File: src/rtl/imrst_pkg.sv
/*
 * Shared constants of the word-level I2C transfer controller: register
 * addresses, field positions, reset values, bus timing counts and states.
 * Assumes a 25 MHz system clock; timing counts are derived from it.
 */
package imrst_pkg;

    // Register bus width and register addresses
    localparam int REG_AW = 3;
    localparam logic [REG_AW-1:0] ADDR_CONTROL_ONE = 3'h0;
    localparam logic [REG_AW-1:0] ADDR_CONTROL_TWO = 3'h1;
    localparam logic [REG_AW-1:0] ADDR_DATA_BUFFER = 3'h2;
    localparam logic [REG_AW-1:0] ADDR_OWN_ADDRESS = 3'h3;

    // control_one fields
    localparam int C1_BC_HI = 7;
    localparam int C1_BC_LO = 5;
    localparam int C1_ACK = 4;
    localparam int C1_NOMATCH = 3;

    // control_two (write) and status_two (read) fields
    localparam int C2_ROLE = 7;
    localparam int C2_TRX = 6;
    localparam int C2_BUSY = 5;
    localparam int C2_PEND = 4;
    localparam int S2_AL = 3;
    localparam int S2_AAS = 2;
    localparam int S2_AD0 = 1;
    localparam int S2_LRB = 0;

    // Reset values
    localparam logic [7:0] CONTROL_ONE_RST = 8'h10;
    localparam logic [6:0] OWN_ADDRESS_RST = 7'h00;

    // Bus byte values and word sizes
    localparam logic [7:0] GENERAL_CALL = 8'h00;
    localparam logic [3:0] WORD_BITS_FULL = 4'h8;

    // Clock-line timing: times in ns, counts in system clocks (rounded up)
    localparam int CLK_MHZ = 25;
    localparam int SCL_LOW_NS = 640;
    localparam int SCL_HIGH_NS = 480;
    localparam logic [7:0] SCL_LOW_CYC = 8'((SCL_LOW_NS * CLK_MHZ + 999) / 1000);
    localparam logic [7:0] SCL_HIGH_CYC = 8'((SCL_HIGH_NS * CLK_MHZ + 999) / 1000);

    // Word engine states
    typedef enum logic [1:0] {
        ST_IDLE = 2'b00,
        ST_ACTIVE = 2'b01,
        ST_HOLD = 2'b10
    } imrst_state_t;

endpackage : imrst_pkg

File: src/rtl/imrst_line_if.sv
/*
 * Carrier for the conditioned bus-line events between the line sensor and
 * the transfer controller. Both ends run on the system clock.
 */
`timescale 1ns/10ps
interface imrst_line_if;
    logic scl_rise;
    logic scl_fall;
    logic sda_level;
    logic start_det;
    logic stop_det;

    modport producer (output scl_rise, output scl_fall, output sda_level, output start_det, output stop_det);
    modport consumer (input scl_rise, input scl_fall, input sda_level, input start_det, input stop_det);
endinterface : imrst_line_if

File: src/rtl/imrst_line_sense.sv
/*
 * Synchronises the clock and data lines with three flip-flops each and
 * derives clock edges, start and stop conditions as one-cycle pulses.
 * Assumes both lines idle high and are asynchronous to i_clk.
 */
`timescale 1ns/10ps
module imrst_line_sense (
    // Clock, reset, enable
    input wire logic i_clk,
    input wire logic i_sys_rst,
    input wire logic i_ce,
    // Raw bus lines
    input wire logic i_scl,
    input wire logic i_sda,
    // Conditioned events
    imrst_line_if.producer line
);
    logic [2:0] scl_sync;
    logic [2:0] sda_sync;
    logic scl_filt;
    logic sda_filt;
    logic next_scl;
    logic next_sda;

    // Three-stage synchronisers; a level is accepted once stages two and three agree
    always_ff @(posedge i_clk) begin
        if (i_sys_rst) begin
            scl_sync <= 3'h7;
            sda_sync <= 3'h7;
            scl_filt <= 1'b1;
            sda_filt <= 1'b1;
        end else if (i_ce) begin
            scl_sync <= {scl_sync[1:0], i_scl};
            sda_sync <= {sda_sync[1:0], i_sda};
            scl_filt <= next_scl;
            sda_filt <= next_sda;
        end
    end

    // Accepted levels for this cycle
    assign next_scl = (scl_sync[1] == scl_sync[2]) ? scl_sync[2] : scl_filt;
    assign next_sda = (sda_sync[1] == sda_sync[2]) ? sda_sync[2] : sda_filt;

    // Edge and condition pulses, frozen with the clock enable
    assign line.scl_rise = i_ce && next_scl && !scl_filt;
    assign line.scl_fall = i_ce && !next_scl && scl_filt;
    assign line.sda_level = sda_filt;
    assign line.start_det = i_ce && scl_filt && next_scl && sda_filt && !next_sda;
    assign line.stop_det = i_ce && scl_filt && next_scl && !sda_filt && next_sda;

endmodule : imrst_line_sense

File: src/rtl/imrst_top.sv
/*
 * Word-level I2C transfer controller: master data phase with receive
 * termination by negative acknowledge, slave address recognition, slave
 * receive and transmit, arbitration loss, and the status flags software
 * uses to service each word. Registers sit on a plain strobe port.
 * Assumes start, stop and restart generation are driven elsewhere and
 * that the lines are open-drain, resolved outside from the enables.
 */
`timescale 1ns/10ps

// Behaviour
// - Master receive: dummy buffer write sets pending, clocks next word, acks low.
// - Buffer read right after the address phase returns the received address byte.
// - Each word interrupt clears pending, holds clock low; resume releases after low time.
// - Ack off with bit count 000: one 8-bit word without acknowledge clock.
// - Ack off with bit count 001: single bit, data line released, a negative ack.
// - Slave with matching enabled interrupts after ack when own address received.
// - Slave with matching enabled interrupts after ack on a general call.
// - Once addressed, the slave interrupts at the end of every word.
// - Arbitration loss drops to slave, interrupts at word end, clears pending.
// - Lost during address to own read address: direction, lost, matched set.
// - After transmit word, software checks last bit to release or continue.
// - Slave transmit word end: direction set, lost, matched, general call clear.
// - Addressed for write or general call, buffer write or pending set resumes.
// - Lost while not addressed: only lost flag set at the word end.
// - Own address zero matches start byte 0x01 and sets direction.
// - Word interrupt at the falling edge of the word's last clock (ninth for 8 bits plus ack), clearing pending there.
// - General call flag clears on any start or stop condition.
module imrst_top #(
    parameter logic [7:0] P_LOW_CYC = imrst_pkg::SCL_LOW_CYC,
    parameter logic [7:0] P_HIGH_CYC = imrst_pkg::SCL_HIGH_CYC
) (
    // Clock, reset, enable
    input wire logic i_clk,
    input wire logic i_sys_rst,
    input wire logic i_ce,
    // Register port
    input wire logic [imrst_pkg::REG_AW-1:0] i_addr,
    input wire logic [7:0] i_wdata,
    input wire logic i_wr,
    input wire logic i_rd,
    output logic [7:0] o_rdata,
    // Clock line
    input wire logic i_clock_line_io,
    output logic o_clock_line_io,
    output logic o_clock_line_io_oe,
    // Data line
    input wire logic i_data_line_io,
    output logic o_data_line_io,
    output logic o_data_line_io_oe,
    // Word event
    output logic o_transfer_irq
);
    import imrst_pkg::*;

    imrst_line_if lines ();

    imrst_line_sense u_sense (
        .i_clk(i_clk),
        .i_sys_rst(i_sys_rst),
        .i_ce(i_ce),
        .i_scl(i_clock_line_io),
        .i_sda(i_data_line_io),
        .line(lines.producer)
    );

    // Words of 1 to 8 bits; a count of zero means eight
    function automatic logic [3:0] word_len(input logic [2:0] bc);
        word_len = (bc == 3'h0) ? WORD_BITS_FULL : {1'b0, bc};
    endfunction : word_len

    // Software settings
    logic [2:0] bit_count;
    logic ack_en;
    logic address_match_disable;
    logic [6:0] own_address;
    // Status
    logic controller_role;
    logic transmit_direction;
    logic bus_busy;
    logic service_pending;
    logic lost_arbitration;
    logic address_matched;
    logic general_call_seen;
    logic last_received_bit;
    // Word engine
    imrst_state_t state;
    logic [3:0] bit_idx;
    logic first_word;
    logic addressed;
    logic [7:0] rx_shift;
    logic [7:0] tx_shift;
    logic sda_low;
    logic scl_low;
    logic [7:0] tmr;
    logic phase_hi;

    // Register strobes
    logic wr_c1;
    logic wr_c2;
    logic wr_dbuf;
    logic rd_dbuf;
    logic wr_own;
    logic pend_set;
    assign wr_c1 = i_wr && (i_addr == ADDR_CONTROL_ONE);
    assign wr_c2 = i_wr && (i_addr == ADDR_CONTROL_TWO);
    assign wr_dbuf = i_wr && (i_addr == ADDR_DATA_BUFFER);
    assign rd_dbuf = i_rd && (i_addr == ADDR_DATA_BUFFER);
    assign wr_own = i_wr && (i_addr == ADDR_OWN_ADDRESS);
    assign pend_set = wr_c2 && i_wdata[C2_PEND];

    // Word shape and bus events seen by the engine
    logic resume;
    logic [3:0] data_bits;
    logic has_ack;
    logic [3:0] total_bits;
    logic rise_ev;
    logic fall_ev;
    logic ack_fall;
    logic word_done;
    logic gc_hit;
    logic own_hit;
    logic match_now;
    logic lose_ev;
    logic irq_ev;
    logic master_run;
    logic first_tx_bit;
    logic next_drive;

    assign resume = (state == ST_HOLD) && (wr_dbuf || pend_set);
    assign data_bits = first_word ? WORD_BITS_FULL : word_len(bit_count);
    assign has_ack = first_word || ack_en;
    assign total_bits = data_bits + {3'h0, has_ack};
    assign rise_ev = lines.scl_rise && (state == ST_ACTIVE);
    assign fall_ev = lines.scl_fall && (state == ST_ACTIVE);
    assign ack_fall = fall_ev && has_ack && (bit_idx == data_bits);
    assign word_done = fall_ev && (bit_idx == total_bits);
    assign gc_hit = rx_shift == GENERAL_CALL;
    assign own_hit = rx_shift[7:1] == own_address;
    assign match_now = first_word && !controller_role && !address_match_disable && (gc_hit || own_hit);
    assign lose_ev = rise_ev && controller_role && transmit_direction && (bit_idx < data_bits)
                     && !sda_low && !lines.sda_level;
    assign irq_ev = word_done && (controller_role || addressed || lost_arbitration);
    assign master_run = controller_role && service_pending && (state == ST_ACTIVE);
    assign first_tx_bit = wr_dbuf ? i_wdata[7] : tx_shift[7];

    // Drive for the slot that the next clock pulse carries
    always_comb begin
        next_drive = 1'b0;
        if (bit_idx < data_bits) begin
            next_drive = transmit_direction && !tx_shift[7];
        end else if (has_ack && (bit_idx == data_bits)) begin
            // Receiver acknowledges; with ack clocking off the line stays high
            next_drive = !transmit_direction && (first_word ? match_now : ack_en);
        end
    end

    // Register writes to the settings
    always_ff @(posedge i_clk) begin
        if (i_sys_rst) begin
            bit_count <= CONTROL_ONE_RST[C1_BC_HI:C1_BC_LO];
            ack_en <= CONTROL_ONE_RST[C1_ACK];
            address_match_disable <= CONTROL_ONE_RST[C1_NOMATCH];
            own_address <= OWN_ADDRESS_RST;
        end else if (i_ce) begin
            if (wr_c1) begin
                bit_count <= i_wdata[C1_BC_HI:C1_BC_LO];
                ack_en <= i_wdata[C1_ACK];
                address_match_disable <= i_wdata[C1_NOMATCH];
            end
            if (wr_own) begin
                own_address <= i_wdata[7:1];
            end
        end
    end

    // Role and direction: software writes, hardware updates after
    always_ff @(posedge i_clk) begin
        if (i_sys_rst) begin
            controller_role <= 1'b0;
            transmit_direction <= 1'b0;
        end else if (i_ce) begin
            if (wr_c2) begin
                controller_role <= i_wdata[C2_ROLE];
                transmit_direction <= i_wdata[C2_TRX];
            end
            if (lose_ev) begin
                controller_role <= 1'b0;
                transmit_direction <= 1'b0;
            end
            if (word_done && first_word) begin
                if (addressed) begin
                    transmit_direction <= rx_shift[0];
                end else if (controller_role && !last_received_bit) begin
                    transmit_direction <= !rx_shift[0];
                end
            end
        end
    end

    // Service pending: set by buffer write or explicit set, cleared by the word interrupt
    always_ff @(posedge i_clk) begin
        if (i_sys_rst) begin
            service_pending <= 1'b0;
        end else if (i_ce) begin
            if (wr_dbuf || pend_set) begin
                service_pending <= 1'b1;
            end
            if (irq_ev) begin
                service_pending <= 1'b0;
            end
        end
    end

    // Arbitration, address and general call flags; hardware sets win over clears
    always_ff @(posedge i_clk) begin
        if (i_sys_rst) begin
            lost_arbitration <= 1'b0;
            address_matched <= 1'b0;
            general_call_seen <= 1'b0;
            addressed <= 1'b0;
        end else if (i_ce) begin
            if (wr_dbuf || rd_dbuf || wr_c2) begin
                lost_arbitration <= 1'b0;
            end
            if (wr_dbuf || rd_dbuf) begin
                address_matched <= 1'b0;
            end
            if (lines.start_det || lines.stop_det) begin
                general_call_seen <= 1'b0;
                addressed <= 1'b0;
            end
            if (lose_ev) begin
                lost_arbitration <= 1'b1;
            end
            if (ack_fall && match_now) begin
                address_matched <= 1'b1;
                general_call_seen <= gc_hit;
                addressed <= 1'b1;
            end
        end
    end

    // Bus busy and last received bit
    always_ff @(posedge i_clk) begin
        if (i_sys_rst) begin
            bus_busy <= 1'b0;
            last_received_bit <= 1'b0;
        end else if (i_ce) begin
            if (lines.start_det) begin
                bus_busy <= 1'b1;
            end else if (lines.stop_det) begin
                bus_busy <= 1'b0;
            end
            if (rise_ev) begin
                last_received_bit <= lines.sda_level;
            end
        end
    end

    // Shift registers; the receive word holds the address byte after the address phase
    always_ff @(posedge i_clk) begin
        if (i_sys_rst) begin
            rx_shift <= 8'h00;
            tx_shift <= 8'h00;
        end else if (i_ce) begin
            if (rise_ev && (bit_idx < data_bits)) begin
                rx_shift <= {rx_shift[6:0], lines.sda_level};
                tx_shift <= {tx_shift[6:0], 1'b1};
            end
            if (wr_dbuf) begin
                tx_shift <= i_wdata;
            end
        end
    end

    // Word sequencing
    always_ff @(posedge i_clk) begin
        if (i_sys_rst) begin
            state <= ST_IDLE;
            bit_idx <= 4'h0;
            first_word <= 1'b0;
        end else if (i_ce) begin
            if (lines.stop_det) begin
                state <= ST_IDLE;
                bit_idx <= 4'h0;
            end else if (lines.start_det) begin
                state <= ST_ACTIVE;
                bit_idx <= 4'h0;
                first_word <= 1'b1;
            end else if (word_done) begin
                state <= irq_ev ? ST_HOLD : ST_IDLE;
                bit_idx <= 4'h0;
                first_word <= 1'b0;
            end else if (rise_ev) begin
                bit_idx <= bit_idx + 4'h1;
            end else if (resume) begin
                state <= (controller_role || addressed) ? ST_ACTIVE : ST_IDLE;
                bit_idx <= 4'h0;
            end
        end
    end

    // Data line drive: own data bits, acknowledge slot, released on loss
    always_ff @(posedge i_clk) begin
        if (i_sys_rst) begin
            sda_low <= 1'b0;
        end else if (i_ce) begin
            if (lines.stop_det || lose_ev || word_done) begin
                sda_low <= 1'b0;
            end else if (lines.start_det) begin
                sda_low <= controller_role && !tx_shift[7];
            end else if (fall_ev) begin
                sda_low <= next_drive;
            end else if (resume) begin
                sda_low <= (controller_role || addressed) && transmit_direction && !first_tx_bit;
            end
        end
    end

    // Clock line: held low after each interrupt, released after the low time, master pulses
    always_ff @(posedge i_clk) begin
        if (i_sys_rst) begin
            scl_low <= 1'b0;
            tmr <= 8'h00;
            phase_hi <= 1'b0;
        end else if (i_ce) begin
            if (lines.stop_det) begin
                scl_low <= 1'b0;
                tmr <= 8'h00;
                phase_hi <= 1'b0;
            end else if (irq_ev) begin
                scl_low <= 1'b1;
                tmr <= 8'h00;
                phase_hi <= 1'b0;
            end else if (resume) begin
                tmr <= P_LOW_CYC;
                phase_hi <= 1'b0;
            end else if (lines.start_det && controller_role) begin
                tmr <= P_HIGH_CYC;
                phase_hi <= 1'b1;
            end else if (tmr != 8'h00) begin
                tmr <= tmr - 8'h01;
                if (tmr == 8'h01) begin
                    if (!phase_hi) begin
                        scl_low <= 1'b0;
                    end else if (master_run) begin
                        scl_low <= 1'b1;
                        tmr <= P_LOW_CYC;
                    end
                    phase_hi <= 1'b0;
                end
            end else if (master_run && lines.scl_rise) begin
                tmr <= P_HIGH_CYC;
                phase_hi <= 1'b1;
            end
        end
    end

    // Outputs: line enables, constant low drive levels, interrupt pulse
    always_ff @(posedge i_clk) begin
        if (i_sys_rst) begin
            o_clock_line_io <= 1'b0;
            o_clock_line_io_oe <= 1'b0;
            o_data_line_io <= 1'b0;
            o_data_line_io_oe <= 1'b0;
            o_transfer_irq <= 1'b0;
        end else if (i_ce) begin
            o_clock_line_io <= 1'b0;
            o_clock_line_io_oe <= scl_low || irq_ev;
            o_data_line_io <= 1'b0;
            o_data_line_io_oe <= sda_low;
            o_transfer_irq <= irq_ev;
        end
    end

    // Read data, valid in the cycle after the strobe only
    always_ff @(posedge i_clk) begin
        if (i_sys_rst) begin
            o_rdata <= 8'h00;
        end else if (i_ce) begin
            o_rdata <= 8'h00;
            if (i_rd) begin
                unique case (i_addr)
                    ADDR_CONTROL_ONE: o_rdata <= {bit_count, ack_en, address_match_disable, 3'h0};
                    ADDR_CONTROL_TWO: o_rdata <= {controller_role, transmit_direction, bus_busy, service_pending,
                                                  lost_arbitration, address_matched, general_call_seen,
                                                  last_received_bit};
                    ADDR_DATA_BUFFER: o_rdata <= rx_shift;
                    ADDR_OWN_ADDRESS: o_rdata <= {own_address, 1'b0};
                    default: o_rdata <= 8'h00;
                endcase
            end
        end
    end

endmodule : imrst_top

File: config.mk
export PLATFORM = sky130hd
export DESIGN_NAME = imrst_top
export DESIGN_NICKNAME = d
export VERILOG_FILES = /design/src/rtl/imrst_pkg.sv /design/src/rtl/imrst_line_if.sv /design/src/rtl/imrst_line_sense.sv /design/src/rtl/imrst_top.sv
export SDC_FILE = /design/constraint.sdc
export NUM_CORES = 1
export LEC_CHECK = 0
export ABC_AREA = 1
export BUFFER_PORTS_ARGS = -buffer_cell sky130_fd_sc_hd__buf_2
export CORE_ASPECT_RATIO = 1.5
export CORE_MARGIN = 3
export CORE_UTILIZATION = 55
export CTS_BUF_LIST = sky130_fd_sc_hd__clkbuf_2 sky130_fd_sc_hd__clkbuf_4 sky130_fd_sc_hd__clkbuf_8
export CTS_CLUSTER_SIZE = 16
export DETAILED_ROUTE_END_ITERATION = 16
export PLACE_DENSITY = 0.73
export REMOVE_ABC_BUFFERS = 1
export SLEW_MARGIN = 20
export SYNTH_ARGS = -nofsm -noshare
export SYNTH_HDL_FRONTEND = slang
export SYNTH_SLANG_ARGS = --single-unit
File: constraint.sdc
create_clock -name i_clk -period 5.58 [get_ports i_clk]
set_input_delay 1.674 -clock i_clk [delete_from_list [all_inputs] [get_ports i_clk]]
set_output_delay 1.674 -clock i_clk [all_outputs]
set_load 0.01 [all_outputs]
==> results.toml, run 1 <==
[sta]
period_share = 0.592
max_freq_mhz = 303
slew_headroom = 0.532
setup_viol = 0
rsz0062_at_grt = "false"
slew_violations = 0
setup_tns_ns = 0
finalClockSkew_ns = 0.0110
finalHoldViolCount = 0
worst_slew_pin_slew_ns = 0.702
fin_crit_ns = 3.31

[finish]
final_common_cell = "nand2_1"
layout-drive-gt1-share = 0.128
fillers = 675
area_delta_synth_final_pct = 9.34
num_antenna_cells = 0
fin_nets = 631
final_cell_mix = "nand2_1, dfxtp_1, inv_1, a21oi_1, o21ai_0"

[floorplan]
core-area_um2 = 6940
die_h_um = 110
start_util = 0.575
num_io_pins = 31
die_area_um2 = 8340
num_rows = 37
chipWidth_um = 75.6

[cts]
clock-sinks = 74
numCtsBuffers = 9
htreeDepth = 3
cts_resized = 0
cts_tree = "yes"
ctsLongestPathBuffers = 2
cts_setup_buffers = 0
hold_buffers = 0
clock_latency_ns = 0.37
cts_root_buf = "clkbuf_8"
cts.reportedPaths.clkPinSlew_ns = 0.08

[yosys]
syn-cell-area_um2 = 3990
syn_inst = 582
ys_seq_area_frac = 0.371
yosysWarnings = 0
synthDistinctLibCells = 42
avgSynthCellArea_um2 = 6.86
ys_seq_elements = 74

[placement]
port_buffers = 28
gp_congestion = 0.899
dp_hpwl_um = 7460

[setup_path]
rr_endpoint = "transmit_direction$_SDFFE_PP0P_"
end_kind = "flip-flop"
crit_path_start = "i_ce"
r2r.worst_path.cells = 16
reg2reg_from = "bit_count[1]$_SDFFE_PP0P_"
critPathLaunchType = "input port"
crit_fanout = 26
path_class = "in -> reg"
worstPathRequired_ns = 5.80
r2r_slack_ns = 2.95
worstPathArrival_ns = 3.53

[global_routing]
grt_max_degree = 43
track_usage = 0.266
antenna_found_initial = 0
grt_pass1_wl_um = 16700
grt_overflow_total = 0
grt_pass1_vias = 3614

[detailed_routing]
vias = 3854
drtPass1Iterations = 5
ant_nets = 0
drt_iter0_markers = 279
route.detailed.drc = 0
post_drt_via_cell_ratio = 5.62
wirelength_um = 10200
avgRoutedWirePerCell_um = 14.9

[power_and_ir_drop]
p_leak_nw = 1.92
peakVddDrop_mv = 0.200
power_density_nw_per_um2 = 310
power_mw = 1.35

[hold_path]
hold_path_class = "reg -> reg"
min_from = "state[0]$_SDFFE_PP0P_"
min_to = "state[0]$_SDFFE_PP0P_"
hold_depth = 2

[job]
drv_cap = 0

[run_status]
status = "complete, no violations"
-- layer usage --
metal,global-route usage,vias to the layer above,share of wire
li1,-,1953,-
met1,0.291,1766,0.39
met2,0.480,107,0.53
met3,0.0499,28,0.042
met4,0.125,0,0.033
met5,0,-,0
-- power by group --
group | internal [mW] | leakage (nW) | switching (mW) | total [mW]
sequential | 0.556 | 0.601 | 0.0243 | 0.580
combinational | 0.109 | 1.21 | 0.187 | 0.296
clock | 0.264 | 0.109 | 0.213 | 0.477
total | 0.929 | 1.92 | 0.423 | 1.35
-- worst max-delay path by stage --
stage | end | cells after the start
5_1_grt | transmit_direction$_SDFFE_PP0P_ | 12
3_5_place_dp | lost_arbitration$_SDFFE_PP0P_ | 11
2_1_floorplan | tmr[4]$_SDFFE_PP0P_ | 12
6_report | transmit_direction$_SDFFE_PP0P_ | 12
3_3_place_gp | transmit_direction$_SDFFE_PP0P_ | 12
4_1_cts | transmit_direction$_SDFFE_PP0P_ | 12
-- critical path: stages --
cell and delay (ns):
buf_2 0.41, nand4_1 0.18, inv_1 0.10, nand2_2 0.10, nor2_4 0.33, nand2_1 0.23
nand2_1 0.13, o21ai_0 0.10, nand2_1 0.08, nand3_1 0.06, nand2_1 0.06, a21oi_1 0.06
-- cell usage after synthesis, drive strengths merged --
cell | instances | area (um2)
nand2 | 150 | 591
dfxtp | 74 | 1480
inv | 70 | 263
a21oi | 63 | 319
nor2 | 55 | 254
o21ai | 54 | 282
nand3 | 30 | 165
clkbuf | 11 | 41.3
ha | 10 | 125
xor2 | 10 | 87.6
a31oi | 8 | 50.1
buf | 8 | 53.8
o22ai | 7 | 43.8
nor3 | 6 | 41.3
nand4 | 5 | 31.3
o211ai | 3 | 22.5
o221ai | 3 | 26.3
a211oi | 2 | 15.0
clkinv | 2 | 8.75
nand3b | 2 | 27.5
o31ai | 2 | 15.0
a22o | 1 | 8.76
conb | 1 | 3.75
nor3b | 1 | 7.51
nor4 | 1 | 6.26
o21bai | 1 | 7.51
or2 | 1 | 6.26
xnor2 | 1 | 8.76
-- sequential cells by signal (all words and copies together) (netlist names), 3 cells and up --
register,flops
bit_count,3
bit_idx,4
o_rdata,8
own_address,7
rx_shift,8
tmr,8
tx_shift,8
u_sense.scl_sync,3
u_sense.sda_sync,3
-- cell type report --
type	count	area, um2	share of cell area
clock buffers	10	138	0.0315
inverters	72	272	0.0622
repair buffers	28	140	0.0321
multi-input cells	418	2150	0.492
well taps	78	97.6	0.0224
clock inverters	6	88.8	0.0203
flip-flops and latches	74	1480	0.339
-- cell families after synthesis --
kind of cell / count (synthesis) / synth area share
compound gates: 144 / 0.198
xor+xnor: 11 / 0.0241
fa+ha+maj: 10 / 0.0313
buf+inv: 91 / 0.0918
flops: 74 / 0.371
other cells: 1 / 0.000939
simple gates: 251 / 0.283
-- stage by stage --
| step | hold slack, ns | std cells | util | setup slack [ns] | cell area (um2) |
|---|---|---|---|---|---|
| floorplan | 0.429 | 564 | - | 2.74 | 3900 |
| global placement | 0.445 | 670 | 0.596 | 2.02 | 4140 |
| detailed placement | 0.445 | 670 | 0.596 | 1.91 | 4140 |
| CTS | 0.462 | 686 | 0.629 | 2.29 | 4370 |
| global route | 0.481 | 686 | 0.629 | 2.00 | 4370 |
| finish | 0.464 | 686 | 0.629 | 2.27 | 4370 |
Note: power is estimated with default switching activity, not from simulation.
==> run 2: changes to the inputs <==
--- a/config.mk
+++ b/config.mk
@@ -5,7 +5,7 @@
 export SDC_FILE = /design/constraint.sdc
 export NUM_CORES = 1
 export LEC_CHECK = 0
-export ABC_AREA = 1
+export ABC_AREA = 0
 export BUFFER_PORTS_ARGS = -buffer_cell sky130_fd_sc_hd__buf_2
 export CORE_ASPECT_RATIO = 1.5
 export CORE_MARGIN = 3
@@ -13,7 +13,7 @@
 export CTS_BUF_LIST = sky130_fd_sc_hd__clkbuf_2 sky130_fd_sc_hd__clkbuf_4 sky130_fd_sc_hd__clkbuf_8
 export CTS_CLUSTER_SIZE = 16
 export DETAILED_ROUTE_END_ITERATION = 16
-export PLACE_DENSITY = 0.73
+export PLACE_DENSITY = 0.76
 export REMOVE_ABC_BUFFERS = 1
 export SLEW_MARGIN = 20
 export SYNTH_ARGS = -nofsm -noshare
==> constraint.sdc (replaced) <==
create_clock -name i_clk -period 2.9 [get_ports i_clk]
set_input_delay 0.87 -clock i_clk [delete_from_list [all_inputs] [get_ports i_clk]]
set_output_delay 0.87 -clock i_clk [all_outputs]
set_load 0.01 [all_outputs]
==> results.toml, run 2 <==
[run_status]
status = "complete, no violations"

[sta]
max_freq_mhz = 366
hold_slack_ns = 0.457
fin_crit_ns = 2.73
worst_slew_pin_slew_ns = 0.641
finalClockSkew_ns = 0.0129
slew_violations = 0
fin_ws_ns = 0.170
slew_headroom = 0.569
setup_viol = 0
rsz0062_at_grt = "false"
finalHoldViolCount = 0
period_share = 0.941

[setup_path]
path_buf_inv = 0
cp_slowest_cell = "dfxtp_1"
crit_chain = "nor2b_1, ha_1, ha_1, xor2_1, nor2_1, o2111a_1, and2_1, nor3_1, a221o_1"
worstPathArrival_ns = 2.99
crit_top_cell = "ha_1"
worstPathRequired_ns = 3.16
cpPeakStageDelay_ns = 0.45
critPathTopFamily = "simple AND/OR/NAND/NOR gates"
critPathLaunchType = "flip-flop"
path_class = "reg -> reg"
crit_fanout = 7
end_kind = "flip-flop"

[finish]
layout-drive-gt1-share = 0.169
final_cell_mix = "dfxtp_1, nor2_1, a21oi_1, nand2_1, buf_2"
num_antenna_cells = 0
fin_util = 0.647
area_delta_synth_final_pct = 12.0
fillers = 601
final_common_cell = "dfxtp_1"
fin_nets = 532
final_cell_area_um2 = 4520

[placement]
preCtsSetupSlack_ns = 0.212
dp_hpwl_um = 7490
port_buffers = 28
gp_congestion = 0.924
place_area_um2 = 4310

[global_routing]
track_usage = 0.250
grt_pass1_vias = 3599
grt_max_degree = 37
grt_overflow_total = 0
antenna_found_initial = 0
grt_pass1_wl_um = 17000

[floorplan]
num_io_pins = 31
num_rows = 37
start_util = 0.578
core-area_um2 = 6990
chipWidth_um = 76.0
die_area_um2 = 8430
die_h_um = 111

[cts]
cts.reportedPaths.clkPinSlew_ns = 0.08
htreeDepth = 3
cts_root_buf = "clkbuf_8"
clock-sinks = 74
cts_setup_buffers = 0
cts_resized = 0
ctsLongestPathBuffers = 2
clock_latency_ns = 0.37
numCtsBuffers = 9
hold_buffers = 0
cts_tree = "yes"

[yosys]
synth-main-ff-cell = "dfxtp_1"
ys_seq_area_frac = 0.367
syn_inst = 474
synth_most_common_cell = "dfxtp_1"
yosysWarnings = 0
synth_edf_count = 0
netlist.area_leader.share = 0.367
ys_seq_elements = 74
synth_common_cells = "dfxtp_1, nor2_1, a21oi_1"
avgSynthCellArea_um2 = 8.53
synth_top_cell_by_area = "dfxtp_1"
async_reset_ff_frac = 0
syn-cell-area_um2 = 4040
synthDistinctLibCells = 67
synth.top_cells.by_area = "dfxtp_1, a21oi_1, nor2_1"

[detailed_routing]
avgRoutedWirePerCell_um = 16.7
post_drt_via_cell_ratio = 5.90
ant_nets = 0
route.detailed.drc = 0
vias = 3577
drtPass1Iterations = 4
drt_iter0_markers = 280
wirelength_um = 10100

[power_and_ir_drop]
power_density_nw_per_um2 = 597
peakVddDrop_mv = 0.532
power_mw = 2.70
p_leak_nw = 1.83

[job]
drv_cap = 0

[hold_path]
hold_path_class = "reg -> reg"
## run 2: final timing paths
path                                                       start                                to  slack [ns]  cells after the start
worst max-delay path                   bit_count[0]$_SDFFE_PP0P_               tmr[2]$_SDFFE_PP0P_        0.17                      9
worst max register to register         bit_count[0]$_SDFFE_PP0P_               tmr[2]$_SDFFE_PP0P_        0.17                      9
worst min-delay path            u_sense.sda_sync[0]$_SDFFE_PP1P_  u_sense.sda_sync[1]$_SDFFE_PP1P_        0.46                      1
worst min register to register  u_sense.sda_sync[0]$_SDFFE_PP1P_  u_sense.sda_sync[1]$_SDFFE_PP1P_        0.46                      1
## run 2: cell type report
cell class              instances  area [um2]  area share
well taps                      97         121      0.0268
flip-flops and latches         74        1480       0.328
multi-input cells             361        2390       0.528
clock inverters                 5        62.6      0.0138
inverters                      13        48.8      0.0108
clock buffers                  11         151      0.0335
repair buffers                 45         268      0.0592
## run 2: through the flow
| step | setup TNS [ns] | std cells |
|---|---|---|
| 2_1_floorplan | -1.11 | 448 |
| 3_3_place_gp | 0 | 590 |
| 3_5_place_dp | 0 | 590 |
| 4_1_cts | 0 | 606 |
| 5_1_grt | 0 | 606 |
| 6_report | 0 | 606 |
## run 2: routing by layer
metal / up-vias / GRT usage / routed length (um)
li1: 1757 / - / -
met1: 1691 / 0.276 / 4130
met2: 95 / 0.433 / 5180
met3: 34 / 0.0472 / 409
met4: 0 / 0.164 / 423
met5: - / 0 / 0
## run 2: cell families (layout without fill, tap and decap cells)
family	Yosys count	after routing	share of synthesized area
and+or+nand+nor	189	189	0.249
AOI/OAI and AO/OA	117	117	0.189
DFF	74	74	0.367
buffers and inverters	40	74	0.0446
muxes	30	30	0.0907
xor gates and xnor gates	13	13	0.0282
adders and majority gates	10	10	0.0310
other	1	2	0.000928
## run 2: power breakdown
group          internal (mW)  switching, mW
Clock                  0.447          0.410
Sequential              1.09         0.0800
Combinational          0.295          0.384
